### config.mk
export PLATFORM = sky130hd
export DESIGN_NAME = conditional_branch_decode
export DESIGN_NICKNAME = d
export VERILOG_FILES = /design/src/branch_pkg.sv /design/src/match_if.sv /design/src/branch_match.sv /design/src/conditional_branch_decode.sv
export SDC_FILE = /design/constraint.sdc
export NUM_CORES = 1
export LEC_CHECK = 0
export ABC_AREA = 1
export CAP_MARGIN = 30
export CORE_ASPECT_RATIO = 1.5
export CORE_MARGIN = 1
export CORE_UTILIZATION = 55
export CTS_BUF_LIST = sky130_fd_sc_hd__clkbuf_8
export DETAILED_ROUTE_END_ITERATION = 12
export DONT_BUFFER_PORTS = 1
export GPL_ROUTABILITY_DRIVEN = 0
export PLACE_DENSITY = 0.79
export SLEW_MARGIN = 20
export SYNTH_ARGS = -nofsm -noshare
export SYNTH_HDL_FRONTEND = slang
export SYNTH_SLANG_ARGS = --single-unit
### constraint.sdc
create_clock -name clk -period 3.43 [get_ports clk]
set_input_delay 0.5145 -clock clk [delete_from_list [all_inputs] [get_ports clk]]
set_output_delay 0.5145 -clock clk [all_outputs]
set_load 0.02 [all_outputs]
### src/branch_pkg.sv
// constants and types shared by the conditional branch decode logic
package branch_pkg;
   localparam int WORD_W  = 16;
   localparam int PC_W    = 21;
   localparam int OFF_W   = 8;
   localparam int OPC_MSB = 15;
   localparam int OPC_LSB = 8;
   localparam int OFF_MSB = 7;
   localparam int OFF_LSB = 0;
   localparam int NUM_KIND = 3;
   localparam int KIND_CARRY = 0;
   localparam int KIND_NEG   = 1;
   localparam int KIND_OVF   = 2;

   // upper-byte encodings of the three branch forms
   localparam logic [OFF_W-1:0] OPC_CARRY_CLR = 8'hE3;
   localparam logic [OFF_W-1:0] OPC_NEG_CLR   = 8'hE7;
   localparam logic [OFF_W-1:0] OPC_OVF_CLR   = 8'hE5;
   localparam logic [NUM_KIND*OFF_W-1:0] OPC_TABLE =
      {OPC_OVF_CLR, OPC_NEG_CLR, OPC_CARRY_CLR};

   // quarter-cycle phase numbers, one clock each
   localparam logic [1:0] PH_Q1   = 2'h0;
   localparam logic [1:0] PH_Q2   = 2'h1;
   localparam logic [1:0] PH_Q3   = 2'h2;
   localparam logic [1:0] PH_Q4   = 2'h3;
   localparam logic [1:0] PH_STEP = 2'h1;

   localparam logic [PC_W-1:0]   PC_RST   = 21'h000000;
   localparam logic [WORD_W-1:0] WORD_RST = 16'h0000;
   localparam logic [OFF_W-1:0]  OFF_RST  = 8'h00;

   typedef enum logic [2:0] {
      S_IDLE, S_DEC, S_LIT, S_PROC, S_WRITE, S_NOP
   } state_t;
endpackage

### src/match_if.sv
// bundle between the core sequencer and the opcode matcher
`timescale 1ns/10ps
interface match_if;
   logic [branch_pkg::WORD_W-1:0] word;
   logic                          carryFlag;
   logic                          negFlag;
   logic                          ovfFlag;
   logic                          hit;
   logic                          condClear;

   modport dec  (input word, carryFlag, negFlag, ovfFlag,
                 output hit, condClear);
   modport core (output word, carryFlag, negFlag, ovfFlag,
                 input hit, condClear);
endinterface

### src/branch_match.sv
// opcode matcher: spots the three clear-flag branches and tests their flag
`timescale 1ns/10ps
module branch_match (
   match_if.dec m
);
   logic [branch_pkg::NUM_KIND-1:0] flagVec;
   logic [branch_pkg::NUM_KIND-1:0] kindHit;

   // flag order follows the opcode table
   assign flagVec[branch_pkg::KIND_CARRY] = m.carryFlag;
   assign flagVec[branch_pkg::KIND_NEG]   = m.negFlag;
   assign flagVec[branch_pkg::KIND_OVF]   = m.ovfFlag;

   // one comparator per table entry; only the upper byte is compared
   for (genvar k = 0; k < branch_pkg::NUM_KIND; k++) begin : g_kind
      assign kindHit[k] =
         m.word[branch_pkg::OPC_MSB:branch_pkg::OPC_LSB] ==
         branch_pkg::OPC_TABLE[k*branch_pkg::OFF_W +: branch_pkg::OFF_W];
   end

   assign m.hit       = |kindHit;
   // branch condition is the tested flag being zero
   assign m.condClear = |(kindHit & ~flagVec);
endmodule

### src/conditional_branch_decode.sv
// sequencer for short relative branches that test a cleared status flag
`timescale 1ns/10ps
// Summary of operation
// - upper byte E3 is branch on carry clear, taken only if carry is zero
// - upper byte E7 is branch on negative clear, taken only if negative zero
// - upper byte E5 is branch on overflow clear, taken only if overflow zero
// - taken branch loads incremented fetch address plus twice the offset
// - low byte is a signed offset, -128 to 127, doubled before adding
// - one word; one instruction cycle not taken, two cycles taken
// - taken: decode, literal, process, write pc, then four idle phases
// - not taken: decode, literal, process, idle fourth phase, pc kept
// - no status flag is written by these branches
module conditional_branch_decode (
   input  wire logic                          clk,
   input  wire logic                          arst_n,
   input  wire logic                          clkEn,
   input  wire logic                          instrValid,
   input  wire logic [branch_pkg::WORD_W-1:0] instrWord,
   input  wire logic [branch_pkg::PC_W-1:0]   pcIn,
   input  wire logic                          carryFlag,
   input  wire logic                          negFlag,
   input  wire logic                          ovfFlag,
   output logic                               readyQ,
   output logic                               busyQ,
   output logic [1:0]                         phaseQ,
   output logic                               pcWeQ,
   output logic [branch_pkg::PC_W-1:0]        pcNextQ,
   output logic                               takenQ,
   output logic                               flushQ,
   output logic                               doneQ,
   output logic                               flagsWeQ
);
   branch_pkg::state_t              stateQ, stateD;
   logic [branch_pkg::WORD_W-1:0]   instrQ, instrD;
   logic [branch_pkg::PC_W-1:0]     baseQ, baseD;
   logic [branch_pkg::OFF_W-1:0]    litQ, litD;
   logic [branch_pkg::PC_W-1:0]     pcNextD;
   logic [branch_pkg::PC_W-1:0]     offsetX2;
   logic [1:0]                      phaseD;
   logic                            readyD, busyD, pcWeD, takenD;
   logic                            flushD, doneD;

   match_if mif ();

   branch_match u_match (
      .m (mif)
   );

   // while idle the matcher looks at the offered word, later at the held one
   assign mif.word      = (stateQ == branch_pkg::S_IDLE) ? instrWord : instrQ;
   assign mif.carryFlag = carryFlag;
   assign mif.negFlag   = negFlag;
   assign mif.ovfFlag   = ovfFlag;

   // sign-extend the literal and double it by a one-bit shift
   assign offsetX2 = {{(branch_pkg::PC_W-branch_pkg::OFF_W-1){litQ[
                       branch_pkg::OFF_MSB]}}, litQ, 1'b0};

   // next-state logic of the phase sequencer
   always_comb begin
      stateD  = stateQ;
      instrD  = instrQ;
      baseD   = baseQ;
      litD    = litQ;
      pcNextD = pcNextQ;
      phaseD  = phaseQ;
      readyD  = readyQ;
      busyD   = busyQ;
      takenD  = takenQ;
      flushD  = flushQ;
      pcWeD   = 1'b0;
      doneD   = 1'b0;
      unique case (stateQ)
         branch_pkg::S_IDLE: begin
            // words that are not one of ours are left to other decoders
            if (instrValid && mif.hit) begin
               instrD = instrWord;
               baseD  = pcIn; // already the address of the next word
               stateD = branch_pkg::S_DEC;
               phaseD = branch_pkg::PH_Q1;
               readyD = 1'b0;
               busyD  = 1'b1;
               takenD = 1'b0;
            end
         end
         branch_pkg::S_DEC: begin
            stateD = branch_pkg::S_LIT;
            phaseD = branch_pkg::PH_Q2;
            litD   = instrQ[branch_pkg::OFF_MSB:branch_pkg::OFF_LSB];
         end
         branch_pkg::S_LIT: begin
            stateD = branch_pkg::S_PROC;
            phaseD = branch_pkg::PH_Q3;
         end
         branch_pkg::S_PROC: begin
            // flags are sampled here, in the process phase
            stateD  = branch_pkg::S_WRITE;
            phaseD  = branch_pkg::PH_Q4;
            takenD  = mif.condClear;
            pcWeD   = mif.condClear;
            pcNextD = baseQ + offsetX2;
         end
         branch_pkg::S_WRITE: begin
            phaseD = branch_pkg::PH_Q1;
            if (takenQ) begin
               // the prefetched word is wrong, so a dead cycle follows
               stateD = branch_pkg::S_NOP;
               flushD = 1'b1;
            end else begin
               // pc untouched: fetch carries on sequentially
               stateD = branch_pkg::S_IDLE;
               doneD  = 1'b1;
               readyD = 1'b1;
               busyD  = 1'b0;
            end
         end
         branch_pkg::S_NOP: begin
            phaseD = phaseQ + branch_pkg::PH_STEP;
            if (phaseQ == branch_pkg::PH_Q4) begin
               stateD = branch_pkg::S_IDLE;
               phaseD = branch_pkg::PH_Q1;
               doneD  = 1'b1;
               readyD = 1'b1;
               busyD  = 1'b0;
               flushD = 1'b0;
            end
         end
      endcase
   end

   // state registers; clkEn low freezes everything
   always_ff @(posedge clk or negedge arst_n) begin
      if (!arst_n) begin
         stateQ   <= branch_pkg::S_IDLE;
         instrQ   <= branch_pkg::WORD_RST;
         baseQ    <= branch_pkg::PC_RST;
         litQ     <= branch_pkg::OFF_RST;
         pcNextQ  <= branch_pkg::PC_RST;
         phaseQ   <= branch_pkg::PH_Q1;
         readyQ   <= 1'b1;
         busyQ    <= 1'b0;
         takenQ   <= 1'b0;
         flushQ   <= 1'b0;
         pcWeQ    <= 1'b0;
         doneQ    <= 1'b0;
         flagsWeQ <= 1'b0;
      end else if (clkEn) begin
         stateQ   <= stateD;
         instrQ   <= instrD;
         baseQ    <= baseD;
         litQ     <= litD;
         pcNextQ  <= pcNextD;
         phaseQ   <= phaseD;
         readyQ   <= readyD;
         busyQ    <= busyD;
         takenQ   <= takenD;
         flushQ   <= flushD;
         pcWeQ    <= pcWeD;
         doneQ    <= doneD;
         flagsWeQ <= 1'b0;
      end
   end
endmodule

==> results.json, run 1 <==
{
  "yosys-top-cells-area": "dfrtp_1, nand2_1, o21ai_2",
  "hold_class": "in2async",
  "synth-edff-count": 0,
  "skew_ns": 0.00697,
  "path_clk_slew_ns": 0.07,
  "switchingPower_mw": 1.95,
  "cp.required_ns": 3.68,
  "ctsResizeCount": 0,
  "rsz0062_at_grt": "false",
  "cts_buffers": 9,
  "cp_max_fo": 14,
  "syn-num-nets": 608,
  "power_density_nw_per_um2": 900,
  "seqCellArea_um2": 1930,
  "wl_um": 9340,
  "gr-total-overflow": 0,
  "vdd_ir_drop_max_mv": 0.487,
  "area_growth_pct": 5.26,
  "vias_per_cell": 5.38,
  "leakagePower_nw": 2.49,
  "dp_hpwl_um": 7230,
  "antenna_left": 0,
  "core-area_um2": 7710,
  "postPlaceCellArea_um2": 4490,
  "final_cell_mix": "nand2_1, dfrtp_1, inv_1, nor2_1, o21ai_2",
  "fin_area_um2": 4680,
  "yosys.area.top_type_share_pct": 42.7,
  "final.setup.tns_ns": 0,
  "first_pass_iters": 4,
  "p_comb_share_pct": 44.8,
  "multi_input_area_um2": 2150,
  "die_area_um2": 8460,
  "yosys.area.top_type": "dfrtp_1",
  "numPortBuffers": 0,
  "layout_min_cycle_time_ns": 2.30,
  "final_common_cell": "nand2_1",
  "initial_core_util_pct": 57.7,
  "die_w_um": 75.4,
  "insertedDiodeCount": 0,
  "synthCells": 543,
  "swShare_pct": 46.2,
  "sequentialPowerShare_pct": 41.2,
  "ios": 74,
  "async_flop_share_pct": 100,
  "ys_seq_elements": 77,
  "grt_start_max_net_pins": 78,
  "hold_viol_final": 0,
  "worst_pin_slew_ns": 0.824,
  "grt_pass1_wl_um": 15900,
  "relSlewSlack_pct": 45.0,
  "max-cap-violations": 0,
  "nNetsFinal": 610,
  "clock_latency_ns": 0.36,
  "rows": 39,
  "grt_usage_pct": 24.7,
  "cp-end-kind": "register",
  "max_freq_ghz": 0.435,
  "antenna_found_initial": 0,
  "setup_viol": 0,
  "ys_types": 42,
  "synth.avg_cell_area_um2": 8.20,
  "cts.sinks": 77,
  "routedWlPerCell_um": 14.3,
  "p_int_mw": 2.27,
  "ys.flop_type": "dfrtp_1",
  "drive_gt1_share_pct": 14.4,
  "h-tree-depth": 3,
  "num-fill-cells": 731,
  "path_class": "reg2reg",
  "finalCritPeriodShare_pct": 67.0,
  "seq_area_frac_synth_pct": 43.3,
  "drt_iter0_drc": 205,
  "synth_warnings": 0,
  "grt_pass1_vias": 3534,
  "vias": 3503,
  "drv_slew": 0,
  "arrival_ns": 2.55,
  "cts_root_buf": "clkbuf_8",
  "die_h_um": 112,
  "run_status": "completed",
  "drc": 0,
  "cts_tree": "built",
  "clkPwrFrac_pct": 14.0,
  "cts.path.max_buffers": 2,
  "mappedNetlistArea_um2": 4450,
  "cp-start-kind": "register"
}
==> sequential cells by signal, indices dropped and copies added (netlist names) <==
signal / flops
baseQ: 21
pcNextQ: 21
instrQ: 16
litQ: 8
stateQ: 3
phaseQ: 2
busyQ: 1
doneQ: 1
flushQ: 1
pcWeQ: 1
readyQ: 1
takenQ: 1
==> timing repair <==
| item | in CTS | in global routing |
|---|---|---|
| setup endpoints to repair | 0 | 0 |
| hold endpoints to repair | 77 | 0 |
| setup buffers | 0 | 0 |
| hold buffers | 1 | 0 |
==> cell usage after synthesis (2+ instances only) <==
master / instances
xor2_1: 4
dfrtp_1: 76
nor2_4: 2
inv_1: 68
o21ai_1: 6
a21o_1: 2
buf_6: 7
nand3b_1: 4
or2_2: 2
nand2_1: 159
o21ai_2: 31
xnor2_1: 6
o21ai_0: 22
nor2_2: 2
nand3_2: 2
clkbuf_1: 2
o211ai_1: 2
o21bai_1: 2
nand3_1: 29
a21oi_1: 18
buf_2: 3
nor3_1: 3
mux2_2: 8
nor2_1: 33
ha_1: 20
inv_2: 3
nand2_2: 7
nand4_1: 6
==> layer usage <==
metal  vias to the layer above  global-route usage, %  part of all wire [%]
li1                       1751                      -                     -
met1                      1630                   28.1                    39
met2                        98                   41.9                    53
met3                        24                   5.39                   4.1
met4                         0                   12.8                   3.5
met5                         -                      0                     0
==> critical path, stage by stage (launching register included) <==
cell and delay (ns):
dfrtp_1 0.69, ha_1 0.38, a21oi_1 0.24, a21boi_0 0.28, nor2_1 0.06, nor2_1 0.08
nand2_1 0.07, or2_2 0.27, nand3_1 0.07, nand2_1 0.05
==> worst paths after layout <==
check	startpoint	end	slack (ns)	depth (start not counted)
setup / recovery	litQ[7]$_DFFE_PN0P_	pcNextQ[15]$_DFFE_PN0P_	1.13	9
hold / removal	arst_n	pcNextQ[20]$_DFFE_PN0P_	0.05	1
setup reg to reg	litQ[7]$_DFFE_PN0P_	pcNextQ[15]$_DFFE_PN0P_	1.13	9
hold reg to reg	instrQ[13]$_DFFE_PN0P_	instrQ[13]$_DFFE_PN0P_	0.47	2
max in group asynchronous	arst_n	readyQ$_DFFE_PN1P_	3.06	1
min in group clk	clkEn	readyQ$_DFFE_PN1P_	0.27	2
==> power groups by stage <==
stage	logic, mW	clock network [mW]	registers [mW]
2_1_floorplan	1.53	0	1.66
3_3_place_gp	1.79	0	1.75
3_5_place_dp	1.85	0	1.76
4_1_cts	1.88	0.607	1.74
5_1_grt	2.14	0.639	1.78
6_report	1.89	0.592	1.74
==> cells by family after synthesis <==
group / synth area share (%)
fa+ha+maj: 6.07
other cells: 0.0843
mux: 2.02
buf+inv: 8.43
xor+xnor: 1.97
simple gates: 24.8
compound gates: 13.3
flops: 43.3
==> through the flow <==
stage	instances	utilization (%)	setup WS (ns)	power, mW	hold slack, ns
2_1_floorplan	543	-	1.45	3.19	0.219
3_3_place_gp	635	58.3	1.25	3.54	0.221
3_5_place_dp	635	58.3	1.19	3.62	0.221
4_1_cts	651	60.8	1.18	4.23	0.0345
5_1_grt	651	60.8	0.983	4.56	0.0694
6_report	651	60.8	1.13	4.22	0.0487
==> cell type report <==
cell class | count | area share (%)
clock buffers | 10 | 2.94
clock inverters | 5 | 0.588
inverters | 71 | 5.69
multi-input cells | 382 | 45.8
flip-flops and latches | 77 | 41.2
well taps | 102 | 2.72
repair buffers | 4 | 1.07
No activity file was read; power rests on OpenSTA's default activity.
==> inputs of run 2 (changes only) <==
Settings changed: ABC_AREA 1 to 0.
Clock period 3.43 ns to 2.3 ns, I/O delays scaled along.
==> run 2 against run 1 <==
The run now ends with design-rule violations left; sequential power grew 10%; cell area shrank 7.7%; register-to-register slack lost 1.0 ns; critical path type unchanged; largest power group is now sequential cells; highest routed layer unchanged.
==> results.json, run 2 <==
{
  "first_pass_iters": 10,
  "cp-end-kind": "register",
  "layout.cells.non_filler": 453,
  "grt_usage_pct": 22.5,
  "path_class": "reg2reg",
  "max_stage_delay_ns": 0.53,
  "synth-edff-count": 0,
  "cts_buffers": 9,
  "yosys-top-cells-area": "dfrtp_1, mux2_1, ha_1",
  "vdd_ir_drop_max_mv": 0.431,
  "relSlewSlack_pct": 44.0,
  "core-area_um2": 6940,
  "cp_slowest_cell": "dfrtp_2",
  "yosys.area.top_type": "dfrtp_1",
  "rsz0062_at_grt": "false",
  "arrival_ns": 2.40,
  "initial_core_util_pct": 57.2,
  "hold_viol_final": 0,
  "ys_seq_elements": 77,
  "drc": 6,
  "vias": 2758,
  "hold_class": "in2reg",
  "drt_iter0_drc": 149,
  "top_usage_layer": "met2",
  "insertedDiodeCount": 0,
  "cp-start-kind": "register",
  "run_status": "finished, violations left",
  "clock_latency_ns": 0.35,
  "finalCritPeriodShare_pct": 94.2,
  "antenna_left": 0,
  "rows": 37,
  "syn-num-nets": 432,
  "max_freq_ghz": 0.462,
  "max-cap-violations": 0,
  "layout_min_cycle_time_ns": 2.17,
  "drive_gt1_share_pct": 12.0,
  "violations": "design-rule violations",
  "area_growth_pct": 8.85,
  "synthTopCellsByCount": "dfrtp_1, nand2_1, mux2_1",
  "drv_slew": 0,
  "yosys.area.top_type_share_pct": 47.9,
  "gr-total-overflow": 0,
  "cp_max_fo": 14,
  "fin_util_pct": 62.3,
  "cp.required_ns": 2.54,
  "cts.sinks": 77,
  "dp_hpwl_um": 5680,
  "grtUsageMet1_pct": 25.0,
  "final_cell_mix": "dfrtp_1, nand2_1, mux2_1, a21oi_1, o21ai_1",
  "ios": 74,
  "synth.avg_cell_area_um2": 10.8,
  "path_clk_slew_ns": 0.09,
  "synthCells": 367,
  "postPlaceCellArea_um2": 4070,
  "worstPathCellList": "ha_1 > a21oi_1 > o21ai_0 > or4b_1 > o2111ai_1 > nor2_1",
  "nNetsFinal": 435,
  "post_cts_buffers": 0,
  "cts.path.max_buffers": 2,
  "worst_pin_slew_ns": 0.830,
  "fin_area_um2": 4320,
  "die_area_um2": 7570,
  "ys_types": 51,
  "grt_pass1_vias": 2910,
  "fin_total_pwr_mw": 3.66,
  "die_w_um": 71.4,
  "power_density_nw_per_um2": 846,
  "mappedNetlistArea_um2": 3970,
  "routedWlPerCell_um": 17.2,
  "grt_pass1_wl_um": 13100,
  "h-tree-depth": 3,
  "synthMostInstantiatedCell": "dfrtp_1",
  "leakagePower_nw": 2.17,
  "cts_tree": "built",
  "async_flop_share_pct": 100,
  "critPathTopFamily": "simple AND/OR/NAND/NOR gates",
  "numPortBuffers": 0,
  "cts_root_buf": "clkbuf_8",
  "crit_buf_inv": 0,
  "grt_use_met3_pct": 6.26,
  "final_common_cell": "dfrtp_1",
  "place_inst": 435,
  "ys.flop_type": "dfrtp_1",
  "wl_um": 7800,
  "final.setup.tns_ns": 0,
  "vias_per_cell": 6.09,
  "skew_ns": 0.00884,
  "reg_top3": "baseQ: 21 flops, pcNextQ: 21 flops, instrQ: 16 flops",
  "die_h_um": 106,
  "antenna_found_initial": 0,
  "seq_area_frac_synth_pct": 48.6,
  "grtUsageMet2_pct": 39.7,
  "setup_viol": 0,
  "synth_warnings": 0,
  "grt_start_max_net_pins": 78
}
run 2: metrics by stage:
| step | hold WS [ns] | setup slack, ns |
|---|---|---|
| final | 0.122 | 0.133 |
| after global routing | 0.0974 | 0.0000757 |
| after CTS | 0.101 | 0.00780 |
| after detailed placement | 0.0525 | 0.0314 |
| after global placement | 0.0513 | 0.0905 |
| after floorplan | 0.0494 | 0.142 |
run 2: layer usage:
metal,up-vias,wire length (um)
li1,1328,-
met1,1353,3110
met2,66,4140
met3,11,374
met4,0,174
met5,-,0
run 2: final timing paths:
check | from | slack [ns] | cells after the start | endpoint
worst max-delay path | litQ[7]$_DFFE_PN0P_ | 0.13 | 6 | pcNextQ[20]$_DFFE_PN0P_
worst min-delay path | instrWord[9] | 0.12 | 1 | instrQ[9]$_DFFE_PN0P_
worst max register to register | litQ[7]$_DFFE_PN0P_ | 0.13 | 6 | pcNextQ[20]$_DFFE_PN0P_
worst min register to register | instrQ[14]$_DFFE_PN0P_ | 0.47 | 1 | instrQ[14]$_DFFE_PN0P_
max in group asynchronous | arst_n | 1.43 | 2 | litQ[7]$_DFFE_PN0P_
min in group asynchronous | arst_n | 0.54 | 2 | baseQ[17]$_DFFE_PN0P_
run 2: final cells by class:
cell class	count	area [um2]
Sequential cell	77	1930
Clock inverter	7	75.1
Multi-Input combinational cell	267	1960
Clock buffer	9	124
Timing Repair Buffer	10	123
Fill cell	587	2620
Tap cell	78	97.6
Inverter	5	18.8
run 2: report_power, final:
group          internal [mW]  switching (mW)
Clock                  0.505           0.518
Combinational          0.312           0.403
Sequential              1.56           0.365
Total                   2.37            1.29
run 2: cell families (layout without fill, tap and decap cells):
kind of cell	Yosys count	in the layout	synth area share, %
simple gates	98	98	11.6
flops	77	77	48.6
fa+ha+maj	21	21	6.81
xor+xnor	16	16	3.53
buf+inv	23	31	2.65
compound gates	86	86	14.2
mux	45	45	12.6
other cells	1	1	0.0944
run 2: what timing repair did:
action                                  in CTS  in global routing
endpoints found under the hold margin       77                  0
endpoints found under the setup margin       0                  9
resized for setup                            0                  4
hold buffers                                 2                  0
==> inputs of run 3 (changes only) <==
Settings changed: GPL_TIMING_DRIVEN from default to 0.
==> run 3 against run 2 <==
The flow still finishes with violations (design-rule violations); clock power fell by 7%; sequential power fell by 3%; via count rose by 3.2%; critical endpoint is now pcNextQ[17]$_DFFE_PN0P_; global-route usage rose by 1.6 points; power fell by 0.56%; die area did not move; clock skew rose by 0.0031 ns; largest cell class unchanged; hold slack got worse by 0.018 ns; combinational power rose by 14%; setup slack got worse by 0.056 ns; critical path depth rose by 2; non-clock buffer count rose by 12.
==> results.json, run 3 (synthesized netlist as in run 2, its figures left out) <==
{
  "die_w_um": 71.4,
  "cts.path.max_buffers": 2,
  "ff2ff_path_depth": 8,
  "final_common_cell": "dfrtp_1",
  "layout_min_cycle_time_ns": 2.22,
  "initial_core_util_pct": 57.2,
  "place_inst": 445,
  "setup_viol": 0,
  "final_cell_mix": "dfrtp_1, nand2_1, mux2_1, a21oi_1, o21ai_1",
  "path_class": "reg2reg",
  "grt_usage_pct": 24.1,
  "die_area_um2": 7570,
  "hold_depth": 1,
  "grt_pass1_wl_um": 13900,
  "cts.sinks": 77,
  "fin_area_um2": 4370,
  "run_status": "finished, violations left",
  "cp_slowest_cell": "dfrtp_1",
  "post-place-ws_ns": -0.137,
  "power_density_nw_per_um2": 832,
  "drc": 6,
  "max-cap-violations": 0,
  "nNetsFinal": 447,
  "max_freq_ghz": 0.450,
  "drive_gt1_share_pct": 15.0,
  "cts_root_buf": "clkbuf_8",
  "vias": 2845,
  "leakagePower_nw": 2.18,
  "relSlewSlack_pct": 38.3,
  "gr-total-overflow": 0,
  "critPathTopFamily": "compound AO/OA/AOI/OAI gates",
  "routedWlPerCell_um": 18.1,
  "dp_hpwl_um": 6030,
  "area_growth_pct": 10.1,
  "cp-end-kind": "register",
  "cp_max_fo": 3,
  "antenna_found_initial": 0,
  "violations": "design-rule violations",
  "cts_tree": "built",
  "cp.required_ns": 2.53,
  "grt_pass1_vias": 2919,
  "insertedDiodeCount": 0,
  "final.setup.tns_ns": 0,
  "crit_buf_inv": 0,
  "grt_start_max_net_pins": 78,
  "postPlaceCellArea_um2": 4070,
  "hold_class": "in2reg",
  "skew_ns": 0.0120,
  "numPortBuffers": 0,
  "cp.depth": 8,
  "drt_iter0_drc": 113,
  "first_pass_iters": 9,
  "multi_input_area_um2": 2000,
  "arrival_ns": 2.45,
  "clock_latency_ns": 0.37,
  "antenna_left": 0,
  "layout_setup_ws_ns": 0.0774,
  "worst_pin_slew_ns": 0.914,
  "path_clk_slew_ns": 0.09,
  "ios": 74,
  "holdWs_ns": 0.104,
  "rsz0062_at_grt": "true",
  "cts_buffers": 9,
  "rows": 37,
  "wl_um": 8410,
  "h-tree-depth": 3,
  "finalCritPeriodShare_pct": 96.6,
  "layout.cells.non_filler": 465,
  "hold_viol_final": 0,
  "max_stage_delay_ns": 0.42,
  "drv_slew": 0,
  "worstPathCellList": "ha_4 > fa_2 > a21o_1 > a221oi_4 > a211o_4 > o311ai_4 > xnor2_2 > o21ai_1",
  "die_h_um": 106,
  "vias_per_cell": 6.12,
  "seqCellArea_um2": 1930,
  "num-fill-cells": 549,
  "reg_top3": "baseQ: 21 flops, pcNextQ: 21 flops, instrQ: 16 flops",
  "cp-start-kind": "register",
  "core-area_um2": 6940,
  "vdd_ir_drop_max_mv": 0.373
}
==> run 3: worst paths after layout <==
path	start	end	slack, ns
min reg2reg	instrQ[14]$_DFFE_PN0P_	instrQ[14]$_DFFE_PN0P_	0.47
min	pcIn[2]	baseQ[2]$_DFFE_PN0P_	0.10
max in group asynchronous	arst_n	litQ[7]$_DFFE_PN0P_	1.45
min in group asynchronous	arst_n	baseQ[17]$_DFFE_PN0P_	0.53
max	baseQ[1]$_DFFE_PN0P_	pcNextQ[17]$_DFFE_PN0P_	0.08
max reg2reg	baseQ[1]$_DFFE_PN0P_	pcNextQ[17]$_DFFE_PN0P_	0.08
==> run 3: per-layer routing <==
layer  wire (um)  part of all wire, %  GRT usage (%)  vias up
met4         252                  3.0           13.4        0
met1        3390                   40           27.4     1397
li1            -                    -              -     1347
met2        4390                   52           41.0       79
met5           0                    0              0        -
met3         382                  4.5           5.88       22
==> run 3: through the flow <==
| stage | power [mW] | util (%) |
|---|---|---|
| 2_1_floorplan | 2.44 | - |
| 6_report | 3.64 | 63.0 |
| 5_1_grt | 3.83 | 63.0 |
| 3_5_place_dp | 2.64 | 58.6 |
| 4_1_cts | 3.63 | 62.0 |
| 3_3_place_gp | 2.60 | 58.6 |
==> run 3: report_power, final <==
group | internal (mW) | switching [mW] | total, mW
sequential | 1.56 | 0.311 | 1.87
clock | 0.404 | 0.549 | 0.953
combinational | 0.330 | 0.488 | 0.818
total | 2.29 | 1.35 | 3.64
==> run 3: layout make-up <==
| cell class | count | area share, % |
|---|---|---|
| Buffer | 16 | 1.86 |
| Sequential cell | 77 | 44.1 |
| Multi-Input combinational cell | 267 | 45.7 |
| Clock inverter | 7 | 1.29 |
| Clock buffer | 9 | 2.83 |
| Timing Repair Buffer | 6 | 1.55 |
| Inverter | 5 | 0.429 |
| Tap cell | 78 | 2.23 |
==> run 3: timing repair <==
action,4_1_cts,5_1_grt
buffers inserted,1,3
endpoints found under the setup margin,7,17
hold buffers,2,0
pin swaps,3,3
gates resized for setup,4,10
endpoints found under the hold margin,77,0
==> run 3: worst register-to-register path, cell delays in order, from the launching register on <==
cell	delay [ns]
dfrtp_1	0.42
ha_4	0.19
fa_2	0.34
a21o_1	0.20
a221oi_4	0.32
a211o_4	0.23
o311ai_4	0.11
xnor2_2	0.20
o21ai_1	0.07
